File: src/verilog/adcs_regs.svh
// Register offsets, field positions, reset values and timing counts
`ifndef ADCS_REGS_SVH
`define ADCS_REGS_SVH

`define ADCS_AW 4
`define ADCS_DW 16
`define ADCS_RES_W 12
`define ADCS_CH_N 16
`define ADCS_STAGES 4

`define ADCS_OFS_CTRL_ONE 4'h0
`define ADCS_OFS_CTRL_TWO 4'h1
`define ADCS_OFS_CTRL_THREE 4'h2
`define ADCS_OFS_STATUS 4'h3
`define ADCS_OFS_MASK 4'h4
`define ADCS_OFS_RESULT_A 4'h5
`define ADCS_OFS_RESULT_B 4'h6

`define ADCS_BIT_RUN 0
`define ADCS_BIT_MODE 4
`define ADCS_ACQ_LO 8
`define ADCS_ACQ_HI 11
`define ADCS_BIT_START 0
`define ADCS_CHSEL_LO 4
`define ADCS_CHSEL_HI 7
`define ADCS_BIT_CORE 7
`define ADCS_BIT_BANDGAP 6
`define ADCS_BIT_REFERENCE 5
`define ADCS_DIV_LO 0
`define ADCS_DIV_HI 3
`define ADCS_FLAG_LO 0
`define ADCS_FLAG_HI 1
`define ADCS_BIT_BUSY 4

`define ADCS_RST_DIV 4'h2

// Counts in converter half periods, interrupt lag in clock cycles
`define ADCS_HT_DELAY 6'h05
`define ADCS_HT_GAP_SEQ 6'h02
`define ADCS_HT_GAP_SIM 6'h04
`define ADCS_IRQ_LAG 2

`endif

File: src/verilog/adcs_ctrl_fix.sv
// Spare file, holds no logic

File: src/verilog/adcs_pkg.sv
// Shared types of the converter sequencing block
`include "adcs_regs.svh"
package adcs_pkg;

	typedef struct packed {
		logic [`ADCS_AW-1:0] addr;
		logic [`ADCS_DW-1:0] wdata;
		logic                wr;
		logic                rd;
	} adcs_bus_req_type;

	typedef enum logic [3:0] {
		ADCS_IDLE   = 4'h1,
		ADCS_DELAY  = 4'h2,
		ADCS_SAMPLE = 4'h4,
		ADCS_GAP    = 4'h8
	} adcs_seq_type;

	typedef struct packed {
		logic                   valid;
		logic                   pair_b;
		logic [`ADCS_RES_W-1:0] data;
	} adcs_slot_type;

	typedef struct packed {
		logic bandgap_power_on;
		logic reference_power_on;
		logic core_power_on;
	} adcs_power_type;

endpackage

File: src/verilog/adcs_ctrl.sv
// Sequencing, trigger, register and interrupt control of the converter
`timescale 1ns/100ps
`include "adcs_regs.svh"
module adcs_ctrl #(
	parameter int STAGES = `ADCS_STAGES
) (
	input  wire logic                                   ref_clk,
	input  wire logic                                   rst,
	input  wire adcs_pkg::adcs_bus_req_type             bus,
	output logic [`ADCS_DW-1:0]                         rd_data,
	input  wire logic                                   event_manager_a,
	input  wire logic                                   event_manager_b,
	input  wire logic                                   external_conversion_start,
	input  wire logic [`ADCS_CH_N-1:0][`ADCS_RES_W-1:0] channel_data,
	output logic                                        sample_hold,
	output logic                                        converter_clock,
	output adcs_pkg::adcs_power_type                    power,
	output logic                                        busy,
	output logic                                        irq
);
	import adcs_pkg::*;

	typedef struct packed {
		logic [2:0]               pin_sync;
		logic                     pin_level;
		logic [3:0]               hdiv;
		logic                     cclk;
		logic                     run;
		logic                     mode;
		logic [3:0]               acq;
		logic [3:0]               chsel;
		adcs_power_type           power;
		logic [3:0]               div;
		logic [1:0]               flag;
		logic [1:0]               mask;
		logic [`ADCS_IRQ_LAG-1:0] lag_a;
		logic [`ADCS_IRQ_LAG-1:0] lag_b;
		adcs_seq_type             seq;
		logic [5:0]               cnt;
		logic                     sh;
		logic [3:0]               acq_l;
		logic                     mode_l;
		logic [`ADCS_RES_W-1:0]   res_a;
		logic [`ADCS_RES_W-1:0]   res_b;
		logic [`ADCS_DW-1:0]      rd_data;
	} adcs_ctrl_st_type;

	adcs_ctrl_st_type s;
	adcs_ctrl_st_type next_s;

	logic [3:0]             div_lim;
	logic                   ht;
	logic                   pin_rise;
	logic                   sw_start;
	logic                   powered;
	logic                   trig;
	logic                   fall;
	logic                   push_b;
	logic [3:0]             idx_a;
	logic [`ADCS_RES_W-1:0] sample_a;
	logic [`ADCS_RES_W-1:0] sample_b;
	logic [5:0]             sh_last;
	logic [5:0]             gap_last;
	logic [1:0]             flag_clr;
	adcs_slot_type          out;
	logic                   wr_a;
	logic                   wr_b;

	// half period never below one cycle
	assign div_lim = (s.div == 4'h0) ? 4'h0 : s.div - 4'h1;
	assign ht = (s.hdiv >= div_lim);
	// Only the second and third stages are compared
	assign pin_rise = (s.pin_sync[1] == s.pin_sync[2]) && s.pin_sync[2] && !s.pin_level;
	assign sw_start = bus.wr && (bus.addr == `ADCS_OFS_CTRL_TWO)
		&& bus.wdata[`ADCS_BIT_START];
	assign powered = &s.power;
	// any of the four sources starts, only while all power bits are on
	assign trig = (event_manager_a || event_manager_b || sw_start || pin_rise) && powered;
	assign fall = ht && (s.seq == ADCS_SAMPLE) && (s.cnt == 6'h00);
	// paired conversion only in mode one
	assign push_b = fall && s.mode_l;
	assign idx_a = s.mode_l ? {1'b0, s.chsel[2:0]} : s.chsel;
	assign sample_a = channel_data[idx_a];
	assign sample_b = channel_data[{1'b1, s.chsel[2:0]}];
	assign sh_last = {1'b0, s.acq_l, 1'b1};
	assign gap_last = (s.mode_l ? `ADCS_HT_GAP_SIM : `ADCS_HT_GAP_SEQ) - 6'h01;
	assign flag_clr = (bus.wr && bus.addr == `ADCS_OFS_STATUS)
		? bus.wdata[`ADCS_FLAG_HI:`ADCS_FLAG_LO] : 2'h0;
	assign wr_a = out.valid && !out.pair_b;
	assign wr_b = out.valid && out.pair_b;

	adcs_pipe #(
		.STAGES (STAGES)
	) u_pipe (
		.ref_clk   (ref_clk),
		.rst       (rst),
		.half_tick (ht),
		.push_a    (fall),
		.push_b    (push_b),
		.data_a    (sample_a),
		.data_b    (sample_b),
		.result    (out)
	);

	always_comb begin
		next_s = s;
		next_s.pin_sync = {s.pin_sync[1:0], external_conversion_start};
		if (s.pin_sync[1] == s.pin_sync[2]) begin
			next_s.pin_level = s.pin_sync[2];
		end
		next_s.hdiv = ht ? 4'h0 : s.hdiv + 4'h1;
		if (ht) begin
			next_s.cclk = !s.cclk;
		end

		if (bus.wr) begin
			if (bus.addr == `ADCS_OFS_CTRL_ONE) begin
				next_s.run = bus.wdata[`ADCS_BIT_RUN];
				next_s.mode = bus.wdata[`ADCS_BIT_MODE];
				next_s.acq = bus.wdata[`ADCS_ACQ_HI:`ADCS_ACQ_LO];
			end else if (bus.addr == `ADCS_OFS_CTRL_TWO) begin
				next_s.chsel = bus.wdata[`ADCS_CHSEL_HI:`ADCS_CHSEL_LO];
			end else if (bus.addr == `ADCS_OFS_CTRL_THREE) begin
				// all power bits in one write
				next_s.power = '{bandgap_power_on: bus.wdata[`ADCS_BIT_BANDGAP],
					reference_power_on: bus.wdata[`ADCS_BIT_REFERENCE],
					core_power_on: bus.wdata[`ADCS_BIT_CORE]};
				next_s.div = bus.wdata[`ADCS_DIV_HI:`ADCS_DIV_LO];
			end else if (bus.addr == `ADCS_OFS_MASK) begin
				next_s.mask = bus.wdata[`ADCS_FLAG_HI:`ADCS_FLAG_LO];
			end
		end

		case (s.seq)
			ADCS_IDLE: begin
				if (trig) begin
					next_s.seq = ADCS_DELAY;
					next_s.cnt = `ADCS_HT_DELAY - 6'h01;
					next_s.acq_l = s.acq;
					next_s.mode_l = s.mode;
				end
			end
			ADCS_DELAY, ADCS_GAP: begin
				if (ht) begin
					if (s.cnt == 6'h00) begin
						next_s.seq = ADCS_SAMPLE;
						next_s.sh = 1'b1;
						next_s.cnt = sh_last;
					end else begin
						next_s.cnt = s.cnt - 6'h01;
					end
				end
			end
			ADCS_SAMPLE: begin
				if (ht) begin
					if (s.cnt == 6'h00) begin
						next_s.sh = 1'b0;
						// continuous run restarts after one gap
						if (s.run) begin
							next_s.seq = ADCS_GAP;
							next_s.cnt = gap_last;
						end else begin
							next_s.seq = ADCS_IDLE;
						end
					end else begin
						next_s.cnt = s.cnt - 6'h01;
					end
				end
			end
			default: begin
				next_s.seq = ADCS_IDLE;
				next_s.sh = 1'b0;
			end
		endcase

		// any power bit dropped aborts sampling
		if (!(&next_s.power)) begin
			next_s.seq = ADCS_IDLE;
			next_s.sh = 1'b0;
		end

		// results change only on a write
		if (wr_a) begin
			next_s.res_a = out.data;
		end
		if (wr_b) begin
			next_s.res_b = out.data;
		end

		next_s.lag_a = {s.lag_a[`ADCS_IRQ_LAG-2:0], wr_a};
		next_s.lag_b = {s.lag_b[`ADCS_IRQ_LAG-2:0], wr_b};
		// Set beats a same-cycle clear
		next_s.flag = (s.flag & ~flag_clr)
			| {s.lag_b[`ADCS_IRQ_LAG-1], s.lag_a[`ADCS_IRQ_LAG-1]};

		// Unmapped and idle reads return zero
		next_s.rd_data = '0;
		if (bus.rd) begin
			if (bus.addr == `ADCS_OFS_CTRL_ONE) begin
				next_s.rd_data[`ADCS_BIT_RUN] = s.run;
				next_s.rd_data[`ADCS_BIT_MODE] = s.mode;
				next_s.rd_data[`ADCS_ACQ_HI:`ADCS_ACQ_LO] = s.acq;
			end else if (bus.addr == `ADCS_OFS_CTRL_TWO) begin
				next_s.rd_data[`ADCS_CHSEL_HI:`ADCS_CHSEL_LO] = s.chsel;
			end else if (bus.addr == `ADCS_OFS_CTRL_THREE) begin
				next_s.rd_data[`ADCS_BIT_BANDGAP] = s.power.bandgap_power_on;
				next_s.rd_data[`ADCS_BIT_REFERENCE] = s.power.reference_power_on;
				next_s.rd_data[`ADCS_BIT_CORE] = s.power.core_power_on;
				next_s.rd_data[`ADCS_DIV_HI:`ADCS_DIV_LO] = s.div;
			end else if (bus.addr == `ADCS_OFS_STATUS) begin
				next_s.rd_data[`ADCS_FLAG_HI:`ADCS_FLAG_LO] = s.flag;
				next_s.rd_data[`ADCS_BIT_BUSY] = (s.seq != ADCS_IDLE);
			end else if (bus.addr == `ADCS_OFS_MASK) begin
				next_s.rd_data[`ADCS_FLAG_HI:`ADCS_FLAG_LO] = s.mask;
			end else if (bus.addr == `ADCS_OFS_RESULT_A) begin
				next_s.rd_data[`ADCS_RES_W-1:0] = s.res_a;
			end else if (bus.addr == `ADCS_OFS_RESULT_B) begin
				next_s.rd_data[`ADCS_RES_W-1:0] = s.res_b;
			end
		end
	end

	always_ff @(posedge ref_clk or posedge rst) begin
		if (rst) begin
			s <= '0;
			s.seq <= ADCS_IDLE;
			s.div <= `ADCS_RST_DIV;
		end else begin
			s <= next_s;
		end
	end

	assign rd_data = s.rd_data;
	assign sample_hold = s.sh;
	assign converter_clock = s.cclk;
	assign power = s.power;
	assign busy = (s.seq != ADCS_IDLE);
	assign irq = |(s.flag & s.mask);

	// Helper counters watched only by the checks below
	logic [3:0] lat;
	logic       lat_pair;
	logic [5:0] since_fall;
	logic       chain;
	logic [5:0] sh_hts;
	logic [2:0] dly_hts;

	always_ff @(posedge ref_clk or posedge rst) begin
		if (rst) begin
			lat <= 4'hf;
			lat_pair <= 1'b0;
			since_fall <= 6'h3f;
			chain <= 1'b0;
			sh_hts <= 6'h00;
			dly_hts <= 3'h0;
		end else begin
			if (fall) begin
				lat <= 4'h0;
				lat_pair <= s.mode_l;
				since_fall <= 6'h00;
			end else if (ht) begin
				lat <= (lat == 4'hf) ? lat : lat + 4'h1;
				since_fall <= (since_fall == 6'h3f) ? since_fall : since_fall + 6'h01;
			end
			chain <= (s.seq == ADCS_GAP) || (chain && s.seq == ADCS_SAMPLE);
			sh_hts <= !s.sh ? 6'h00 : (ht ? sh_hts + 6'h01 : sh_hts);
			dly_hts <= (s.seq != ADCS_DELAY) ? 3'h0 : (ht ? dly_hts + 3'h1 : dly_hts);
		end
	end
endmodule

File: src/verilog/adcs_pipe.sv
// Four-stage conversion pipeline stepped on converter half periods
`timescale 1ns/100ps
`include "adcs_regs.svh"
module adcs_pipe #(
	parameter int STAGES = `ADCS_STAGES
) (
	input  wire logic                   ref_clk,
	input  wire logic                   rst,
	input  wire logic                   half_tick,
	input  wire logic                   push_a,
	input  wire logic                   push_b,
	input  wire logic [`ADCS_RES_W-1:0] data_a,
	input  wire logic [`ADCS_RES_W-1:0] data_b,
	output adcs_pkg::adcs_slot_type     result
);
	import adcs_pkg::*;

	// B rides two half periods behind A, one converter clock later
	localparam int SLOTS   = 2 * STAGES + 2;
	localparam int ENTRY_A = 2;

	typedef struct packed {
		adcs_slot_type [SLOTS-1:0] slot;
	} adcs_pipe_st_type;

	adcs_pipe_st_type s;
	adcs_pipe_st_type next_s;

	always_comb begin
		next_s = s;
		if (half_tick) begin
			for (int i = SLOTS - 1; i > 0; i--) begin
				next_s.slot[i] = s.slot[i - 1];
			end
			next_s.slot[0] = '{valid: push_b, pair_b: 1'b1, data: data_b};
			if (push_a) begin
				next_s.slot[ENTRY_A] = '{valid: 1'b1, pair_b: 1'b0, data: data_a};
			end
		end
	end

	always_ff @(posedge ref_clk or posedge rst) begin
		if (rst) begin
			s <= '0;
		end else begin
			s <= next_s;
		end
	end

	assign result = '{valid: half_tick && s.slot[SLOTS-1].valid,
		pair_b: s.slot[SLOTS-1].pair_b, data: s.slot[SLOTS-1].data};
endmodule

File: config.mk
export PLATFORM = sky130hd
export DESIGN_NAME = adcs_ctrl
export DESIGN_NICKNAME = d
export VERILOG_FILES = /design/src/verilog/adcs_ctrl_fix.sv /design/src/verilog/adcs_pkg.sv /design/src/verilog/adcs_ctrl.sv /design/src/verilog/adcs_pipe.sv
export VERILOG_INCLUDE_DIRS = /design/src /design/src/verilog
export SDC_FILE = /design/constraint.sdc
export NUM_CORES = 1
export LEC_CHECK = 0
export ABC_AREA = 0
export ABC_CLOCK_PERIOD_IN_PS = 7200
export BUFFER_PORTS_ARGS = -buffer_cell sky130_fd_sc_hd__buf_2
export CORE_MARGIN = 3
export CORE_UTILIZATION = 35
export CTS_CLUSTER_DIAMETER = 200
export DETAILED_ROUTE_END_ITERATION = 16
export HOLD_SLACK_MARGIN = 0.03
export PLACE_DENSITY = 0.56
export RECOVER_POWER = 50
export SKIP_LAST_GASP = 1
export SYNTH_ARGS = -nofsm -noshare
export SYNTH_HDL_FRONTEND = slang
export SYNTH_SLANG_ARGS = --single-unit
File: constraint.sdc
create_clock -name ref_clk -period 7.2 [get_ports ref_clk]
set_input_delay 0.72 -clock ref_clk [delete_from_list [all_inputs] [get_ports ref_clk]]
set_output_delay 0.72 -clock ref_clk [all_outputs]
set_load 0.01 [all_outputs]
# ---- After elaboration in Yosys (flattened, before gate mapping)
# Index checks and enable logic that the tools add are counted.
dict set report totals {
  ff_bits 226
  output_inout_bits 23
  word_cells 181
}
dict set report op_classes {
  add_sub_neg 4
  n_lt_le_gt_ge 3
  n_eq_ne 22
  n_mux 57
  n_bitwise 7
  reduce_logical 34
}
# operator n
set ops {}
lappend ops {{$mux W12} 11}
lappend ops {{$mux W4} 13}
lappend ops {{$bmux W12 S4} 1}
lappend ops {{$bmux W12 S3} 1}
lappend ops {{$mux W7} 5}
lappend ops {{$mux W11} 2}
lappend ops {{$mux W10} 2}
lappend ops {{$reduce_and A5 Y1} 4}
lappend ops {{$mux W6} 3}
lappend ops {{$ne A3 B3 Y1 const B} 6}
lappend ops {{$pmux W6 S3} 1}
lappend ops {{$eq A4 B3 Y1 const B} 4}
lappend ops {{$mux W14} 1}
lappend ops {{$eq A4 B2 Y1 const B} 3}
lappend ops {{$logic_and A1 B1 Y1} 12}
lappend ops {{$mux W3} 4}
lappend ops {{$pmux W4 S3} 1}
lappend ops {{$lt A4 B5 Y1 const B} 2}
lappend ops {{$reduce_and A3 Y1} 3}
lappend ops {{$eq A4 B1 Y1 const B} 2}
lappend ops {{$logic_not A4 Y1} 2}
lappend ops {{$mux W2} 4}
lappend ops {{$ne A2 B2 Y1 const B} 4}
lappend ops {{$mux W1} 7}
lappend ops {{20 further kinds} 29}

# ---- Depth between registers and ports, before layout
# Gate-level depths: netlist of the first run.
dict set report depth {
  word_depth 15
  ltp_mapped 12
  ltp_nobuf 9
}

# ---- Modules after synthesis
# From an unflattened synthesis of the first run, not the netlist that was laid out.
dict set report unflattened {
  hier_cells 821
  area_unflattened_um2 11119.4
}
# module n_inst cells_per_inst area_each_um2
set by_module_without_submodules {}
lappend by_module_without_submodules {adcs_ctrl 1 479 5627.9}
lappend by_module_without_submodules {adcs_pipe 1 342 5491.5}

# ---- Least setup slack after synthesis of the first run
# No wires, ideal clock.
dict set report synth_path {
  path_kind {register -> register}
  startpoint {register s[64] (netlist name)}
  endpoint {register s[28] (netlist name)}
  setup_ns 0.125
  t_arrival_ns 2.434
  required_time_ns 7.075
  path_slack_ns 4.641
  stages_incl_launch_ff 11
  path_buffers 1
  period_less_slack_ns 2.559
  cell_sequence {dfrtp_1 -> or2_2 -> nor3b_1 -> a21oi_1 -> ha_1 -> o21a_1 -> nor2_1 -> or2_4 -> nor3b_2 -> buf_6 -> mux2_4}
}
# item line
set synth_lines {}
lappend synth_lines {{from (decl)} adcs_ctrl.sv:48} ;# adcs_ctrl_st_type s;
lappend synth_lines {{from (signal assigned)} adcs_ctrl.sv:229} ;# s <= next_s;

==> results of run 1 <==
worst register-to-register path: stages, from the launching register on:
cell	delay [ps]
dfrtp_1	430
or2_2	340
nor3b_1	190
a21oi_1	70
ha_1	270
o21a_1	180
nor2_1	420
or2_4	460
buf_4	800
nor2_1	130
a22o_1	210
layer usage:
metal | global-route usage (%) | routed length (um) | vias up
met4 | 4.262 | 671 | 0
met5 | 0 | 0 | -
met1 | 22.00 | 12260 | 3911
li1 | - | - | 4078
met3 | 2.219 | 1269 | 40
met2 | 30.28 | 14460 | 250
path summary, 6_finish.rpt:
kind | cells past startpoint | from | end
max in group ref_clk | 10 | s[64]$_DFFE_PP0P_ | u_pipe.s[13]$_DFFE_PP0P_
max reg2reg | 10 | s[64]$_DFFE_PP0P_ | u_pipe.s[13]$_DFFE_PP0P_
min reg2reg | 0 | next_s[57]$_DFF_PP0_ | s[57]$_DFF_PP0_
min | 1 | external_conversion_start | next_s[88]$_DFF_PP0_
max | 3 | rst | s[71]$_DFFE_PP0P_
min in group asynchronous | 2 | rst | u_pipe.s[7]$_DFFE_PP0P_
kinds of logic (layout without fill, tap and decap cells):
kind of cell / Yosys count / after routing / share of synthesized area, %
multiplexers: 113 / 113 / 16.42
adder cells (fa/ha/maj): 8 / 8 / 0.8926
other: 1 / 5 / 0.03344
XOR/XNOR: 7 / 7 / 0.5467
flip-flops: 226 / 226 / 50.45
AND/OR/NAND/NOR: 517 / 517 / 19.37
buffers and inverters: 102 / 301 / 4.942
AO/OA/AOI/OAI: 111 / 111 / 7.341
layout make-up:
| type | count | area, sq um |
|---|---|---|
| diodes | 1 | 2.502 |
| clock buffers | 34 | 689.4 |
| clock inverters | 9 | 76.32 |
| fillers | 3087 | 17860 |
| inverters | 16 | 61.31 |
| multi-input cells | 760 | 5010 |
| flip-flops and latches | 226 | 5663 |
| well taps | 396 | 495.5 |
| repair buffers | 242 | 1210 |
cell usage in the layout (no fill, tap or decap), types with 8 or more instances in the layout:
master,synthesis,final
mux2_4,12,12
a21oi_1,11,11
a31oi_1,27,27
a22oi_1,17,17
mux4_2,48,48
buf_2,26,214
a31o_2,12,12
dfrtp_1,224,222
buf_4,27,9
mux2i_1,13,13
nand3_1,19,19
nor2_1,51,50
nor3_1,10,10
inv_1,14,13
clkbuf_1,26,25
nor2b_1,10,10
ha_1,8,8
mux2_2,35,35
clkbuf_16,0,25
nand2_1,393,393
per-stage QoR:
stage               cells  hold slack, ps  power [mW]  cell area, sq um
floorplan            1088           331.2       3.617             11230
global placement     1640           334.6       4.002             12480
detailed placement   1640           334.7       4.044             12480
CTS                  1683           288.4       5.263             13250
global route         1684           287.3       5.641             13210
finish               1684           309.7       5.180             13210
state kept, by name, summed over array words and instances, names as in the netlist:
name	flops
u_pipe.s	127
s	65
u_pipe.result	13
rd_data	12
next_s	4
power	3
converter_clock	1
sample_hold	1
power by group through the flow:
stage / clock, mW / sequential (mW) / combinational, mW
3_5_place_dp: 0 / 2.06 / 1.98
4_1_cts: 1.23 / 2.04 / 1.99
3_3_place_gp: 0 / 2.05 / 1.95
5_1_grt: 1.28 / 2.11 / 2.25
2_1_floorplan: 0 / 1.97 / 1.65
6_report: 1.19 / 2.04 / 1.94
==> results by group, run 1 <==
Final layout
  – Syn-to-layout area delta: 17.77%
  – Layout Utilization: 42.51%
  – Net count of the finished layout: 1498
  – Fraction of final layout cells with drive strength greater than 1: 30.23%

Setup path
  – Cell with the largest stage delay on the worst path: clkinvlp_2
  – Data required time of the critical path: 7710 ps
  – Critical path type: in2async
  – Arrival @ worst endpoint: 4710 ps
  – Worst setup SP type: input pin
  – Stage delay of the slowest cell on the critical path: 2840 ps
  – Critical Path Sink Type: asynchronous set/reset pin
  – Worst R2R Setup Slack: 3570 ps
  – Cell class contributing the biggest share of worst-path delay: buffers and inverters
  – Largest fanout on the critical path: 116
  – Count of buffering cells on the critical path with inverters included: 3
  – Ordered cell list for the critical path: buf_2, clkinvlp_2, buf_4

Synth
  – Number of standard cells after synthesis: 1085
  – Flops & latches, synth: 226
  – Portion of the post-synthesis area used by sequential elements: 50.45%
  – Syn avg cell area: 10.34 sq um
  – Cell type with the largest total area after synthesis: dfrtp_1
  – Synthesized area: 11210 sq um
  – Unique masters post-synth: 65
  – Largest cells by area after synthesis: dfrtp_1 (50%), nand2_1 (13%), mux4_2 (9.6%)
  – Share of flip-flops with an asynchronous set or reset: 100.0%
  – Most instantiated library cell after synthesis: nand2_1
  – Area share of the largest cell type after synthesis: 49.98%
  – Primary FF master, synth: dfrtp_1
  – Number of enable flip-flop cells after synthesis: 0
  – Top cell types by occurrence after synthesis: nand2_1 (393), dfrtp_1 (224), nor2_1 (51)
  – Warnings, synthesis: 0

Status
  – Violated checks: max-capacitance violations, max-slew violations
  – Outcome: complete, but fails checks

Power
  – Portion of total power attributed to combinational logic: 37.5%
  – Psw: 1.971 mW
  – Reg power frac: 39.4%
  – Leakage power total: 6.441 nW
  – Clk pwr share: 23.1%
  – Peak supply drop: 209.2 uV
  – Power density over cell area: 392.2 nW/um^2
  – Switching portion of total power: 38.04%
  – Cell-internal power: 3.210 mW

Floorplanning
  – Total core area: 31070 sq um
  – Number of top-level pins: 242
  – Area of the die: 34230 sq um
  – Initial core utilization: 36.09%
  – Die height: 185 um
  – Horiz. Die Dim: 185 um
  – # rows: 64

Global routing
  – Grt ovf: 0
  – Largest net degree at the start of global routing: 117
  – Number of antenna violations at the first check in global routing: 2
  – Total routing usage reported by global routing: 17.01%
  – Global-route wire length before repair: 46260 um
  – Vias in the first global route: 8343

Timing
  – Count of endpoints failing setup in the final report: 0
  – Minimum clock period: 4205 ps
  – Top achievable clock speed: 0.2378 GHz
  – Final slew viol count: 117
  – Final setup skew: 9.491 ps
  – Final setup slack of the worst path: 2995 ps
  – Transition time at the pin with the least slew margin: 5164 ps
  – Setup repair after global routing missed its margin: false
  – Final critical-path share of the clock period: 58.41%
  – Final number of hold-violating endpoints: 0
  – Rel. slew slack: -246.2%
  – Setup TNS Final: 0 ps

Detailed routing
  – Starting DRT DRC Count: 457
  – Drt via density: 4.916
  – Total via count in the routed design: 8279
  – First drt pass iteration count: 5
  – DRC violations left: 0
  – Final routed wirelength across all metal layers: 28660 um
  – Average wire per cell in the routed design: 17.02 um
  – Count of antenna-violating nets left after detailed routing: 0

Place
  – Total half-perimeter wirelength after legalization and detailed placement: 20790 um
  – Pre-CTS setup slack: 3547 ps
  – Port buffer count: 233
  – Placer's final routability congestion estimate: 0.8664

CTS
  – Gates resized, CTS repair: 0
  – TritonCTS clock tree: built
  – Library cell used as clock root buffer: clkbuf_16
  – Number of buffers created by CTS: 25
  – # Post-CTS Setup Buffers: 0
  – Clk Latency, worst-skew pair: 520 ps
  – Max clock buf depth: 3
  – Maximum level of the CTS H-tree: 1
  – Number of buffers inserted by hold repair at cts: 0
  – Clock-pin transition on the worst setup and hold timing paths: 60 ps
  – Number of sinks driven by the clock tree: 226

Job
  – Number of maximum-capacitance violations: 1

Hold path
  – Worst Hold Class: in2reg
(Power assumes the default switching activity.)
==> run 2, diff against run 1 <==
--- a/config.mk
+++ b/config.mk
@@ -7,14 +7,14 @@
 export NUM_CORES = 1
 export LEC_CHECK = 0
 export ABC_AREA = 0
-export ABC_CLOCK_PERIOD_IN_PS = 7200
+export ABC_CLOCK_PERIOD_IN_PS = 4000
 export BUFFER_PORTS_ARGS = -buffer_cell sky130_fd_sc_hd__buf_2
 export CORE_MARGIN = 3
 export CORE_UTILIZATION = 35
 export CTS_CLUSTER_DIAMETER = 200
 export DETAILED_ROUTE_END_ITERATION = 16
 export HOLD_SLACK_MARGIN = 0.03
-export PLACE_DENSITY = 0.56
+export PLACE_DENSITY = 0.54
 export RECOVER_POWER = 50
 export SKIP_LAST_GASP = 1
 export SYNTH_ARGS = -nofsm -noshare
==> constraint.sdc (replaced) <==
create_clock -name ref_clk -period 4 [get_ports ref_clk]
set_input_delay 0.4 -clock ref_clk [delete_from_list [all_inputs] [get_ports ref_clk]]
set_output_delay 0.4 -clock ref_clk [all_outputs]
set_load 0.01 [all_outputs]
==> run 2 against run 1 <==
  * Largest power group unchanged
  * Clock-buffer cell count grew 1
  * The run still ends with max-capacitance violations, max-slew violations left
  * First-iteration DRC count grew 14%
  * Final cell count grew 0.30%
==> results by group, run 2 (synthesized netlist as in run 1, its figures left out) <==
Timing
  – WHS: 121.6 ps
  – Rel. slew slack: -42.79%
  – Setup TNS Final: 0 ps
  – Final slew viol count: 227
  – Count of endpoints failing setup in the final report: 0
  – Minimum clock period: 3196 ps
  – Top achievable clock speed: 0.3129 GHz
  – Final critical-path share of the clock period: 79.90%
  – Final number of hold-violating endpoints: 0
  – Final setup skew: 11.41 ps
  – Transition time at the pin with the least slew margin: 2142 ps
  – Setup repair after global routing missed its margin: false

Setup path
  – Largest fanout on the critical path: 119
  – Worst setup SP type: flop
  – Arrival @ worst endpoint: 3600 ps
  – Data required time of the critical path: 4410 ps
  – Critical path type: reg2reg
  – Critical Path Sink Type: flop

Global routing
  – Global-route wire length before repair: 46330 um
  – Number of antenna violations at the first check in global routing: 2
  – Grt ovf: 0
  – Largest net degree at the start of global routing: 161
  – Vias in the first global route: 8521
  – Total routing usage reported by global routing: 16.98%

Final layout
  – Largest register by flop count: u_pipe.s
  – Ant diodes: 0
  – Syn-to-layout area delta: 18.85%
  – Final-layout fill cell count: 3069
  – Most frequent cells in the layout: nand2_1 (393), dfrtp_1 (222), buf_2 (215)
  – Leading cell type in the layout, fill and taps excluded: nand2_1
  – Net count of the finished layout: 1503
  – Fraction of final layout cells with drive strength greater than 1: 30.39%
  – Number of flip-flops under the largest register name: 127
  – Layout Utilization: 42.90%

Detailed routing
  – WL met2: 14430 um
  – Starting DRT DRC Count: 520
  – Sum of met3 wire segment lengths after detailed routing: 1499 um
  – Final routed wirelength across all metal layers: 28900 um
  – Uppermost signal routing layer after detailed routing: met5
  – Count of antenna-violating nets left after detailed routing: 0
  – First drt pass iteration count: 5
  – Met1 routed wirelength after detailed routing: 12000 um
  – Total via count in the routed design: 8331
  – Drt via density: 4.933
  – DRC violations left: 0
  – Average wire per cell in the routed design: 17.11 um

Place
  – Port buffer count: 233
  – Placer's final routability congestion estimate: 0.8310
  – Total half-perimeter wirelength after legalization and detailed placement: 21120 um

Hold path
  – Worst Hold Class: in2reg

Floorplanning
  – Number of top-level pins: 242
  – Die height: 185 um
  – Total core area: 31070 sq um
  – Initial core utilization: 36.09%
  – Area of the die: 34230 sq um
  – # rows: 64
  – Horiz. Die Dim: 185 um

CTS
  – TritonCTS clock tree: built
  – Number of sinks driven by the clock tree: 226
  – Library cell used as clock root buffer: clkbuf_16
  – Gates resized, CTS repair: 0
  – Clk Latency, worst-skew pair: 510 ps
  – Max clock buf depth: 3
  – Clock-pin transition on the worst setup and hold timing paths: 60 ps
  – # Post-CTS Setup Buffers: 0
  – Number of buffers created by CTS: 25
  – Maximum level of the CTS H-tree: 1
  – Number of buffers inserted by hold repair at cts: 2

Power
  – Power density over cell area: 713.4 nW/um^2
  – Leakage power total: 6.498 nW
  – Peak supply drop: 610.7 uV

Status
  – Outcome: complete, but fails checks
  – Violated checks: max-capacitance violations, max-slew violations

Job
  – Number of maximum-capacitance violations: 2
==> run 2: cell types whose count changed in the layout (fill, tap and decap cells not counted) <==
cell,change
buf_2,+1
dlygate4sd3_1,+2
diode_2,-1
bufinv_16,+2
buf_12,+2
clkinv_2,-3
buf_4,-1
clkbuf_4,+1
inv_6,-1
clkinv_4,+2
clkbuf_2,+1
==> run 2: power by group <==
group | internal [mW] | total, mW | switching (mW)
Combinational | 1.39 | 3.50 | 2.10
Clock | 1.40 | 2.30 | 0.895
Sequential | 3.17 | 3.72 | 0.546
==> run 2: through the flow <==
stage,cell area [sq um],worst slack [ps],cells,power [mW]
CTS,13380,739.2,1689,9.679
finish,13330,803.9,1689,9.509
global route,13330,438.5,1689,10.34
detailed placement,12540,753.5,1643,7.326
global placement,12540,816.1,1643,7.253
floorplan,11230,649.6,1088,6.511
==> run 2: path summary, 6_finish.rpt <==
kind,from,depth (start not counted),slack [ps],endpoint
max in group asynchronous,rst,4,1330,u_pipe.result[9]$_DFFE_PP0P_
min in group asynchronous,rst,3,330,s[71]$_DFFE_PP0P_
hold reg to reg,next_s[88]$_DFF_PP0_,0,350,next_s[89]$_DFF_PP0_
setup / recovery,s[64]$_DFFE_PP0P_,10,800,s[53]$_DFFE_PP0P_
hold / removal,bus[11],2,120,s[76]$_DFFE_PP0P_
setup reg to reg,s[64]$_DFFE_PP0P_,10,800,s[53]$_DFFE_PP0P_
==> run 2: final cells by class <==
class / count / area, sq um / area share, %
multi-input combinational: 760 / 5010 / 37.59
inverter: 16 / 61.31 / 0.4600
tap: 396 / 495.5 / 3.717
sequential: 226 / 5663 / 42.49
clock inverter: 9 / 130.1 / 0.9763
clock buffer: 35 / 693.2 / 5.200
timing repair buffer: 247 / 1276 / 9.575
==> run 2: per-layer routing <==
metal | global-route usage [%] | up-vias
li1 | - | 4078
met1 | 21.29 | 3960
met2 | 29.93 | 248
met3 | 3.005 | 41
met4 | 5.252 | 4
met5 | 0 | -
==> run 2: worst max-delay path, cell delays in order (launching register included) <==
cell and delay, ps:
dfrtp_1 430, or2_2 340, nor3b_1 220, a21oi_1 70
ha_1 280, o21a_1 180, nor2_1 350, or2_4 230
buf_12 390, o21ai_0 290, a221oi_1 320
